## config.mk

```make
export PLATFORM = sky130hd
export DESIGN_NAME = dual_pll_clock_generator
export DESIGN_NICKNAME = d
export VERILOG_FILES = /design/src/hw/clkgen_pkg.sv /design/src/hw/tick_pll.sv /design/src/hw/dual_pll_clock_generator.sv
export SDC_FILE = /design/constraint.sdc
export NUM_CORES = 1
export LEC_CHECK = 0
export ABC_AREA = 0
export BUFFER_PORTS_ARGS = -buffer_cell sky130_fd_sc_hd__buf_2
export CORE_MARGIN = 2
export CORE_UTILIZATION = 44
export DETAILED_ROUTE_END_ITERATION = 6
export PLACE_DENSITY = 0.69
export SLEW_MARGIN = 20
export SYNTH_ARGS = -nofsm -noshare
export SYNTH_HDL_FRONTEND = slang
export SYNTH_SLANG_ARGS = --single-unit
```

## constraint.sdc

```tcl
create_clock -name MCLK -period 3.8 [get_ports MCLK]
set_input_delay 0.76 -clock MCLK [delete_from_list [all_inputs] [get_ports MCLK]]
set_output_delay 0.76 -clock MCLK [all_outputs]
set_load 0.05 [all_outputs]
```

## src/hw/clkgen_pkg.sv

```systemverilog
// shared constants, field layouts and state types for the dual pll clock generator
package clkgen_pkg;

   // ==========================================================
   // register offsets (byte addresses, one word each)
   // ==========================================================
   localparam logic [7:0] OFF_CTRL   = 8'h00;
   localparam logic [7:0] OFF_MULT   = 8'h04;
   localparam logic [7:0] OFF_DIV_A  = 8'h08;
   localparam logic [7:0] OFF_DIV_B  = 8'h0C;
   localparam logic [7:0] OFF_GPIO   = 8'h10;
   localparam logic [7:0] OFF_STATUS = 8'h14;

   // ==========================================================
   // field positions
   // ==========================================================
   localparam int CTRL_PREDIV_LSB  = 0;
   localparam int CTRL_BYPASS_BIT  = 2;
   localparam int CTRL_PIN_GPIO    = 3;
   localparam int CTRL_MEMCLK_EXT  = 4;
   localparam int CTRL_ETH_FROMREF = 5;
   localparam int CTRL_ETH_DIV5    = 6;
   localparam int GPIO_OUT_BIT     = 0;
   localparam int GPIO_DRIVE_BIT   = 1;
   localparam int STAT_MAIN_LOCK   = 0;
   localparam int STAT_MEM_LOCK    = 1;
   localparam int STAT_PIN_LEVEL   = 2;

   // ==========================================================
   // reset values and fixed ratios (ratios held as value minus one, except MEM_PLL_MULT)
   // ==========================================================
   localparam logic [6:0] CTRL_RESET      = 7'h04;
   localparam logic [4:0] MULT_M1_RESET   = 5'h00;
   localparam logic [4:0] DIV_M1_RESET    = 5'h00;
   localparam logic [4:0] FIXED_DIV3_M1   = 5'h02;
   localparam logic [4:0] FIXED_DIV6_M1   = 5'h05;
   localparam logic [5:0] MEM_PLL_MULT    = 6'h14;
   localparam logic [4:0] MEM_HALF_M1     = 5'h01;
   localparam logic [4:0] ETH_DIV2_M1     = 5'h01;
   localparam logic [4:0] ETH_DIV5_M1     = 5'h04;
   localparam logic [1:0] PREDIV_MAX_M1   = 2'h2;
   localparam logic [15:0] PERIOD_MAX     = 16'hFFFF;

   // ==========================================================
   // carriers
   // ==========================================================
   typedef struct packed {
      logic       eth_div5;
      logic       eth_from_ref;
      logic       memclk_ext;
      logic       pin_gpio;
      logic       bypass;
      logic [1:0] prediv;
   } cfg_t;

   typedef struct packed {
      logic [4:0] cnt;
      logic       pulse;
   } div_t;

   typedef struct packed {
      logic [15:0] cnt;
      logic [15:0] period;
      logic [16:0] acc;
      logic        seen;
      logic        locked;
      logic        tick;
   } pll_state_t;

   typedef struct packed {
      cfg_t            cfg;
      logic [4:0]      mult_m1;
      logic [4:0]      div_a_m1;
      logic [4:0]      div_b_m1;
      logic            gpio_out;
      logic            gpio_drive;
      logic [2:0]      main_sync;
      logic [2:0]      mem_sync;
      logic [2:0]      ext_sync;
      logic [1:0]      pin_sync;
      logic [1:0]      prediv_cnt;
      logic            main_ref_tick;
      logic [3:0][4:0] post_cnt;
      logic [3:0]      sys_tick;
      logic            fourth_level;
      logic            async_tick;
      logic [4:0]      half_cnt;
      logic            ddr_tick;
      logic [4:0]      eth_cnt;
      logic            eth_tick;
      logic            wr_pend;
      logic [7:0]      wr_addr;
      logic [31:0]     rdata;
   } main_state_t;

endpackage : clkgen_pkg

```

## src/hw/tick_pll.sv

```systemverilog
// digital pll model: emits mult output ticks per reference period
module tick_pll
   import clkgen_pkg::*;
(
   input  wire logic       clk,
   input  wire logic       rst,
   input  wire logic       ref_tick,
   input  wire logic [5:0] mult,
   output logic            out_tick,
   output logic            locked
);

   pll_state_t s;
   pll_state_t next_s;
   logic [16:0] sum;

   // ==========================================================
   // period measurement and rate accumulator
   // ==========================================================
   always_comb begin
      next_s      = s;
      next_s.tick = 1'b0;
      sum         = s.acc + {11'h000, mult};
      if (ref_tick) begin
         next_s.period = s.cnt + 16'h0001;
         next_s.cnt    = 16'h0000;
         next_s.seen   = 1'b1;
         next_s.locked = s.seen;
      end else if (s.cnt == PERIOD_MAX) begin
         // reference stopped: drop lock rather than run on a stale period
         next_s.locked = 1'b0;
         next_s.seen   = 1'b0;
      end else begin
         next_s.cnt = s.cnt + 16'h0001;
      end
      if (s.locked) begin
         // at most one tick per cycle: faster settings are out of range
         if (sum >= {1'b0, s.period}) begin
            next_s.tick = 1'b1;
            next_s.acc  = sum - {1'b0, s.period};
         end else begin
            next_s.acc = sum;
         end
      end else begin
         next_s.acc = 17'h0_0000;
      end
   end

   always_ff @(posedge clk) begin
      if (rst) begin
         s <= '0;
      end else begin
         s <= next_s;
      end
   end

   assign out_tick = s.tick;
   assign locked   = s.locked;

endmodule : tick_pll

```

## src/hw/dual_pll_clock_generator.sv

```systemverilog
// dual pll clock generator with ahb-lite register slave

// Operation
// RQ1 - main reference pre-divided by one, two, three
// RQ2 - main pll multiplies by one through 32
// RQ3 - bypass selects pll or raw reference
// RQ4 - two post-dividers fixed at three, six
// RQ5 - two post-dividers programmable one through 32
// RQ6 - shared pin: fourth clock or gpio bit
// RQ7 - async memory clock: fourth clock or external
// RQ8 - memory pll times 20, halved, to ddr2
// RQ9 - ethernet: halved pll or reference, /2 or /5
// RQ10 - software keeps all clocks within frequency limits
module dual_pll_clock_generator
   import clkgen_pkg::*;
(
   input  wire logic        MCLK,
   input  wire logic        RESET,
   input  wire logic        HSEL,
   input  wire logic [31:0] HADDR,
   input  wire logic [1:0]  HTRANS,
   input  wire logic        HWRITE,
   input  wire logic [2:0]  HSIZE,
   input  wire logic [31:0] HWDATA,
   input  wire logic        HREADY,
   output logic [31:0]      HRDATA,
   output logic             HREADYOUT,
   output logic             HRESP,
   input  wire logic        MAIN_REF_IN,
   input  wire logic        MEM_REF_IN,
   input  wire logic        EXT_MEMORY_CLOCK_IN,
   input  wire logic        SHARED_PIN_IN,
   output logic             SHARED_PIN_OUT,
   output logic             SHARED_PIN_OE_N,
   output logic [3:0]       SYSTEM_CLOCK_TICK,
   output logic             ASYNC_MEMORY_PORT_TICK,
   output logic             DDR_CLOCK_TICK,
   output logic             ETHERNET_MAC_BLOCK_TICK,
   output logic             MAIN_PLL_LOCKED,
   output logic             MEMORY_PLL_LOCKED
);

   main_state_t s;
   main_state_t next_s;
   logic        main_ref_edge;
   logic        mem_ref_edge;
   logic        ext_edge;
   logic        main_pll_tick;
   logic        memory_pll_tick;
   logic        main_lock;
   logic        mem_lock;
   logic        selected_tick;
   logic        eth_src_tick;
   logic        addr_phase;
   logic [4:0]  post_lim [4];
   div_t        step;

   // ==========================================================
   // helpers
   // ==========================================================
   function automatic div_t div_step(input logic [4:0] cnt,
                                     input logic [4:0] lim,
                                     input logic       tick);
      div_t r;
      r.cnt   = cnt;
      r.pulse = 1'b0;
      if (tick) begin
         // >= so a lowered ratio never leaves the count stranded above it
         if (cnt >= lim) begin
            r.cnt   = 5'h00;
            r.pulse = 1'b1;
         end else begin
            r.cnt = cnt + 5'h01;
         end
      end
      return r;
   endfunction : div_step

   function automatic logic [31:0] reg_read(input main_state_t v,
                                            input logic [7:0]  addr,
                                            input logic        lk_main,
                                            input logic        lk_mem,
                                            input logic        pin_lvl);
      logic [31:0] r;
      r = 32'h0000_0000;
      unique case (addr)
         OFF_CTRL:   r = {25'h000_0000, v.cfg};
         OFF_MULT:   r = {27'h000_0000, v.mult_m1};
         OFF_DIV_A:  r = {27'h000_0000, v.div_a_m1};
         OFF_DIV_B:  r = {27'h000_0000, v.div_b_m1};
         OFF_GPIO:   r = {30'h0000_0000, v.gpio_drive, v.gpio_out};
         OFF_STATUS: begin
            r[STAT_MAIN_LOCK] = lk_main;
            r[STAT_MEM_LOCK]  = lk_mem;
            r[STAT_PIN_LEVEL] = pin_lvl;
         end
         default:    r = 32'h0000_0000;
      endcase
      return r;
   endfunction : reg_read

   // ==========================================================
   // plls
   // ==========================================================
   tick_pll u_main_pll (
      .clk      (MCLK),
      .rst      (RESET),
      .ref_tick (s.main_ref_tick),
      .mult     ({1'b0, s.mult_m1} + 6'h01),         // RQ2
      .out_tick (main_pll_tick),
      .locked   (main_lock)
   );

   tick_pll u_memory_pll (
      .clk      (MCLK),
      .rst      (RESET),
      .ref_tick (mem_ref_edge),
      .mult     (MEM_PLL_MULT),                       // RQ8
      .out_tick (memory_pll_tick),
      .locked   (mem_lock)
   );

   // ==========================================================
   // clock selection
   // ==========================================================
   assign main_ref_edge = s.main_sync[1] & ~s.main_sync[2];
   assign mem_ref_edge  = s.mem_sync[1] & ~s.mem_sync[2];
   assign ext_edge      = s.ext_sync[1] & ~s.ext_sync[2];
   assign selected_tick = s.cfg.bypass ? main_ref_edge : main_pll_tick;   // RQ3
   assign eth_src_tick  = s.cfg.eth_from_ref ? mem_ref_edge : s.ddr_tick; // RQ9
   assign addr_phase    = HSEL & HTRANS[1] & HREADY;

   assign post_lim[0] = s.div_a_m1;      // RQ5
   assign post_lim[1] = FIXED_DIV3_M1;   // RQ4
   assign post_lim[2] = FIXED_DIV6_M1;   // RQ4
   assign post_lim[3] = s.div_b_m1;      // RQ5

   // ==========================================================
   // next state
   // ==========================================================
   always_comb begin
      next_s = s;
      step   = '0;

      // pin synchronisers; stage 0 is read only by stage 1
      next_s.main_sync = {s.main_sync[1:0], MAIN_REF_IN};
      next_s.mem_sync  = {s.mem_sync[1:0], MEM_REF_IN};
      next_s.ext_sync  = {s.ext_sync[1:0], EXT_MEMORY_CLOCK_IN};
      next_s.pin_sync  = {s.pin_sync[0], SHARED_PIN_IN};

      // pre-divider; reserved code 3 behaves as divide by three
      next_s.main_ref_tick = 1'b0;
      if (main_ref_edge) begin
         if (s.prediv_cnt >= s.cfg.prediv || s.prediv_cnt >= PREDIV_MAX_M1) begin   // RQ1
            next_s.prediv_cnt    = 2'h0;
            next_s.main_ref_tick = 1'b1;
         end else begin
            next_s.prediv_cnt = s.prediv_cnt + 2'h1;
         end
      end

      // post-dividers
      for (int i = 0; i < 4; i++) begin
         step                = div_step(s.post_cnt[i], post_lim[i], selected_tick);   // RQ3
         next_s.post_cnt[i]  = step.cnt;
         next_s.sys_tick[i]  = step.pulse;
      end
      if (s.sys_tick[3]) begin
         next_s.fourth_level = ~s.fourth_level;
      end
      next_s.async_tick = s.cfg.memclk_ext ? ext_edge : s.sys_tick[3];   // RQ7

      // memory side
      step            = div_step(s.half_cnt, MEM_HALF_M1, memory_pll_tick);   // RQ8
      next_s.half_cnt = step.cnt;
      next_s.ddr_tick = step.pulse;
      step            = div_step(s.eth_cnt,
                                 s.cfg.eth_div5 ? ETH_DIV5_M1 : ETH_DIV2_M1,
                                 eth_src_tick);                               // RQ9
      next_s.eth_cnt  = step.cnt;
      next_s.eth_tick = step.pulse;

      // ahb-lite data phase of a write
      if (s.wr_pend) begin
         unique case (s.wr_addr)
            OFF_CTRL:  next_s.cfg      = cfg_t'(HWDATA[6:0]);
            OFF_MULT:  next_s.mult_m1  = HWDATA[4:0];
            OFF_DIV_A: next_s.div_a_m1 = HWDATA[4:0];
            OFF_DIV_B: next_s.div_b_m1 = HWDATA[4:0];
            OFF_GPIO: begin
               next_s.gpio_out   = HWDATA[GPIO_OUT_BIT];
               next_s.gpio_drive = HWDATA[GPIO_DRIVE_BIT];
            end
            default: next_s.wr_pend = 1'b0;
         endcase
      end

      // address phase; read data taken from next values so a read right
      // after a write to the same register sees the new contents
      next_s.wr_pend = addr_phase & HWRITE;
      next_s.wr_addr = HADDR[7:0];
      if (addr_phase && !HWRITE) begin
         next_s.rdata = (HADDR[31:8] == 24'h00_0000)
                        // pin level from the settled stage: next_s would expose stage 0
                        ? reg_read(next_s, HADDR[7:0], main_lock, mem_lock, s.pin_sync[1])
                        : 32'h0000_0000;
      end
      if (addr_phase && HADDR[31:8] != 24'h00_0000) begin
         next_s.wr_pend = 1'b0;
      end
   end

   always_ff @(posedge MCLK) begin
      if (RESET) begin
         s          <= '0;
         s.cfg      <= cfg_t'(CTRL_RESET);
         s.mult_m1  <= MULT_M1_RESET;
         s.div_a_m1 <= DIV_M1_RESET;
         s.div_b_m1 <= DIV_M1_RESET;
      end else begin
         s <= next_s;
      end
   end

   // ==========================================================
   // outputs
   // ==========================================================
   assign HRDATA    = s.rdata;
   assign HREADYOUT = 1'b1;
   assign HRESP     = 1'b0;

   // pin drives the fourth clock unless handed to the general io bit
   assign SHARED_PIN_OUT  = s.cfg.pin_gpio ? s.gpio_out : s.fourth_level;    // RQ6
   assign SHARED_PIN_OE_N = s.cfg.pin_gpio ? ~s.gpio_drive : 1'b0;           // RQ6

   assign SYSTEM_CLOCK_TICK       = s.sys_tick;
   assign ASYNC_MEMORY_PORT_TICK  = s.async_tick;
   assign DDR_CLOCK_TICK          = s.ddr_tick;
   assign ETHERNET_MAC_BLOCK_TICK = s.eth_tick;
   assign MAIN_PLL_LOCKED         = main_lock;
   assign MEMORY_PLL_LOCKED       = mem_lock;

endmodule : dual_pll_clock_generator

```

==> Implementation_results.wiki <==
{| class="wikitable"
! Metric !! Value
|-
| Run status || finished clean
|-
| Die height || around 160 um
|-
| Clock sink total || slightly below 200
|-
| Area share of the largest cell type after synthesis || ~37%
|-
| Via density per instance || roughly 5.1
|-
| Post-layout util || 51.4%
|-
| Relative slew margins || 41.9%
|-
| Initial Utilization || 44.8%
|-
| Hold crit path type || reg2reg
|-
| Total of endpoints with negative setup slack in the final report || 0
|-
| Post-CTS clock slew at the launch and capture registers of the worst setup and hold paths || 0.08 ns
|-
| Share of flip-flops with an asynchronous set or reset after synthesis || 0%
|-
| EDFF count, synth || 0
|-
| Max Transition Viols Final || 0
|-
| Number of remaining DRC errors || 0
|-
| Count of maximum capacitance violations || 0
|-
| Proportion of synthesized chip area in sequential cells || a little under two fifths
|-
| Count of buffers from port buffering || between 60 and 70
|-
| Worst path required time || 4.12 ns
|-
| Detailed placement HPWL || approximately 16 mm
|-
| Htree depth || 4
|-
| Number of different library cells in the post-synthesis netlist || 73
|-
| Top-level port count || between 100 and 150
|-
| Start of the worst register-to-register path || s[105]
|-
| Average cell area after synthesis || 8.67 um2
|-
| Start-to-end type of the worst setup path || reg2reg
|-
| Detail-routed net length per standard cell || 13.4 um
|-
| Post-synthesis cell type with the largest combined area || dfxtp_1
|-
| Hold Violations, Final || 0
|-
| Initial antenna violation count || 0
|-
| Clock Root Buffer || clkbuf_16
|-
| Routed vias || 8321
|-
| Insertion delay of the later-clocked pin in the worst-skew pair || between 0.4 and 0.5 ns
|-
| WL final || ~22 mm
|-
| CTS Buffer Depth || 2
|-
| Total CTS buffers || 17
|-
| Period utilisation layout || between 90% and 100%
|-
| Highest clock frequency the design can meet || between 0.2 and 0.3 GHz
|-
| Antenna-violating nets left || 0
|-
| Die extent in x || between 150 and 200 um
|-
| Critical path origin || s[105]
|-
| Hold Worst Slack || between 0.4 and 0.5 ns
|-
| Max FO, Critical Path || 8
|-
| Grt ovf || 0
|-
| Min-delay src || next_s[91]
|-
| Synth-to-layout area growth || 14.8%
|-
| Iteration-0 DRC count of the detailed router || around 420
|-
| Shortest period the worst path allows || between 3 and 4 ns
|-
| Antenna diode instance count || 0
|-
| Vias in the first global route || between 7000 and 8000
|-
| Global-route usage over all layers || about 18%
|-
| CTS tree || built
|-
| Worst-Margin Slew || slightly below 0.9 ns
|-
| Total power consumption of the routed design || approximately 4500 uW
|-
| Peak supply drop || approximately 0.31 mV
|-
| # nets final || 1429
|-
| Wire length of the first global-routing pass || 36.1 mm
|-
| Critical Path AT || about 4.0 ns
|-
| Number of flip-flops and latches in the synthesized netlist || roughly 200
|-
| Static Leak || around 0.0049 uW
|-
| Leading register cell type out of synthesis || dfxtp_1
|-
| Fin Clk Skew || between 0.01 and 0.015 ns
|-
| Combined area of all synthesized cells || approximately 0.011 mm2
|-
| P per Cell Area || ~370 mW/mm2
|-
| Main area contributors after synthesis || dfxtp_1, ha_1, nor2_1
|-
| Post-Synthesis Cells || between 1000 and 1500
|-
| DRT Pass-1 Iters || 6
|-
| Count of synthesis-stage warnings from yosys || 0
|-
| Std cell rows || 56
|-
| Startpoint Class || flop
|-
| Unrepaired setup endpoints after global routing || yes
|-
| Routability congestion estimate || roughly 0.9
|-
| Fraction of layout instances using a drive strength above 1 || 15.0%
|-
| Non-filler instance count after layout || ~1600
|-
| Cell total after placement || roughly 1600
|-
| Critical path capture point type || flop
|-
| Core outline area || 0.0235 mm2
|-
| Die Area || around 0.025 mm2
|-
| Largest net degree at the start of global routing || 60
|}
[path summary, 6_finish.rpt]
kind	slack [ns]	depth (start not counted)	endpoint
max	0.1	20	u_main_pll.s[4]
min	0.44	1	next_s[92]
max reg2reg	0.1	20	u_main_pll.s[4]
min reg2reg	0.44	1	next_s[92]
[power breakdown]
| part | leakage, uW | switching [uW] | internal [uW] | total (uW) |
|---|---|---|---|---|
| clock network | 0.000311 | 928 | 976 | 1900 |
| registers | 0.00159 | 23.1 | 2080 | 2100 |
| logic | 0.00300 | 267 | 195 | 463 |
[cells in the mapped netlist, drive strengths merged (17+ instances only)]
library cell	instances
nor2b	33
ha	64
nor2	154
nand3	32
a211oi	30
xor2	51
mux2i	49
clkbuf	32
xnor2	45
dfxtp	196
o21ai	29
a21o	17
nor3	21
a21oi	74
buf	50
nand2	68
inv	71
nand4	23
[what timing repair did]
item | CTS | global route
hold buffers | 0 | 0
endpoints found under the setup margin | 7 | 33
buffers inserted | 1 | 8
pin swaps | 3 | 19
gates cloned | 0 | 1
resized for setup | 5 | 39
[flip-flops by register name (all words and copies together), names as in the netlist, 4 cells and up]
register           cells
SYSTEM_CLOCK_TICK      4
post_lim              10
s                     61
HRDATA                 7
u_memory_pll.s        50
next_s                 7
u_main_pll.s          50
[cell usage in the layout (no fill, tap or decap), types with 5 or more instances in the layout]
cell type / netlist / routed
dfxtp_1: 196 / 193
nor2_1: 153 / 153
a21oi_1: 74 / 71
inv_1: 71 / 69
nand2_1: 68 / 68
buf_2: 1 / 65
ha_1: 64 / 60
mux2i_1: 49 / 49
xor2_1: 51 / 47
xnor2_1: 45 / 42
buf_4: 40 / 41
nor2b_1: 33 / 33
nand3_1: 32 / 29
a211oi_1: 30 / 29
o21ai_0: 28 / 27
conb_1: 2 / 27
nand4_1: 22 / 22
nor3_1: 21 / 19
clkbuf_16: 0 / 18
a21o_1: 17 / 17
nand2b_1: 16 / 16
o22ai_1: 15 / 15
nor4_1: 13 / 11
o21a_1: 8 / 7
and3_1: 7 / 7
or2_2: 6 / 6
nand3b_1: 6 / 6
o21bai_1: 6 / 6
nor3b_1: 7 / 5
a31oi_1: 5 / 5
o211ai_1: 5 / 5
clkinv_8: 0 / 5
[kinds of logic (layout without fill, tap and decap cells)]
kind of cell | Yosys count | after routing | synth area share (%)
other | 2 | 27 | 0.0714
buffers and inverters | 153 | 212 | 7.18
AOI/OAI and AO/OA | 234 | 234 | 14.9
and+or+nand+nor | 412 | 412 | 19.3
xor gates and xnor gates | 96 | 96 | 7.99
DFF | 196 | 196 | 37.3
adders and majority gates | 67 | 67 | 8.18
muxes | 53 | 53 | 5.09
[per-stage QoR]
| step | setup slack [ns] | setup TNS (ns) | cell area, um2 |
|---|---|---|---|
| 6_report | 0.0996 | 0 | 12100 |
| 5_1_grt | -0.0869 | -0.360 | 12100 |
| 4_1_cts | 0.0136 | 0 | 11800 |
| 3_5_place_dp | -0.0558 | -0.210 | 11100 |
| 3_3_place_gp | 0.0426 | 0 | 11100 |
| 2_1_floorplan | 0.354 | 0 | 10600 |
[worst max-delay path, cell delays in order, from the launching register on]
cell and delay (ns):
dfxtp_2 0.33, inv_2 0.04, ha_2 0.17, inv_2 0.04, fa_2 0.41, a211oi_2 0.23
o21a_2 0.25, nor3b_2 0.08, xor2_2 0.16, ha_1 0.35, buf_4 0.16, nand2_1 0.13
nor3_2 0.05, o21a_1 0.21, nor4_2 0.24, buf_4 0.17, o21ai_4 0.07, buf_12 0.16
buf_4 0.13, mux2i_1 0.15, nor2_1 0.06
[area by class of cell]
| type | count | area [um2] |
|---|---|---|
| multi-input combinational | 889 | 6150 |
| sequential | 196 | 3930 |
| tap | 319 | 399 |
| clock inverter | 15 | 220 |
| inverter | 71 | 267 |
| timing repair buffer | 109 | 689 |
| fill | 2145 | 11400 |
| clock buffer | 17 | 425 |
[metal layers]
layer	routed length (um)	vias up	GRT usage, %
met2	10500	141	30.6
met1	10100	3826	22.1
met5	0	-	0
li1	-	4329	-
met3	656	25	3.21
met4	298	0	5.41
Note: power is estimated with default switching activity, not from simulation.
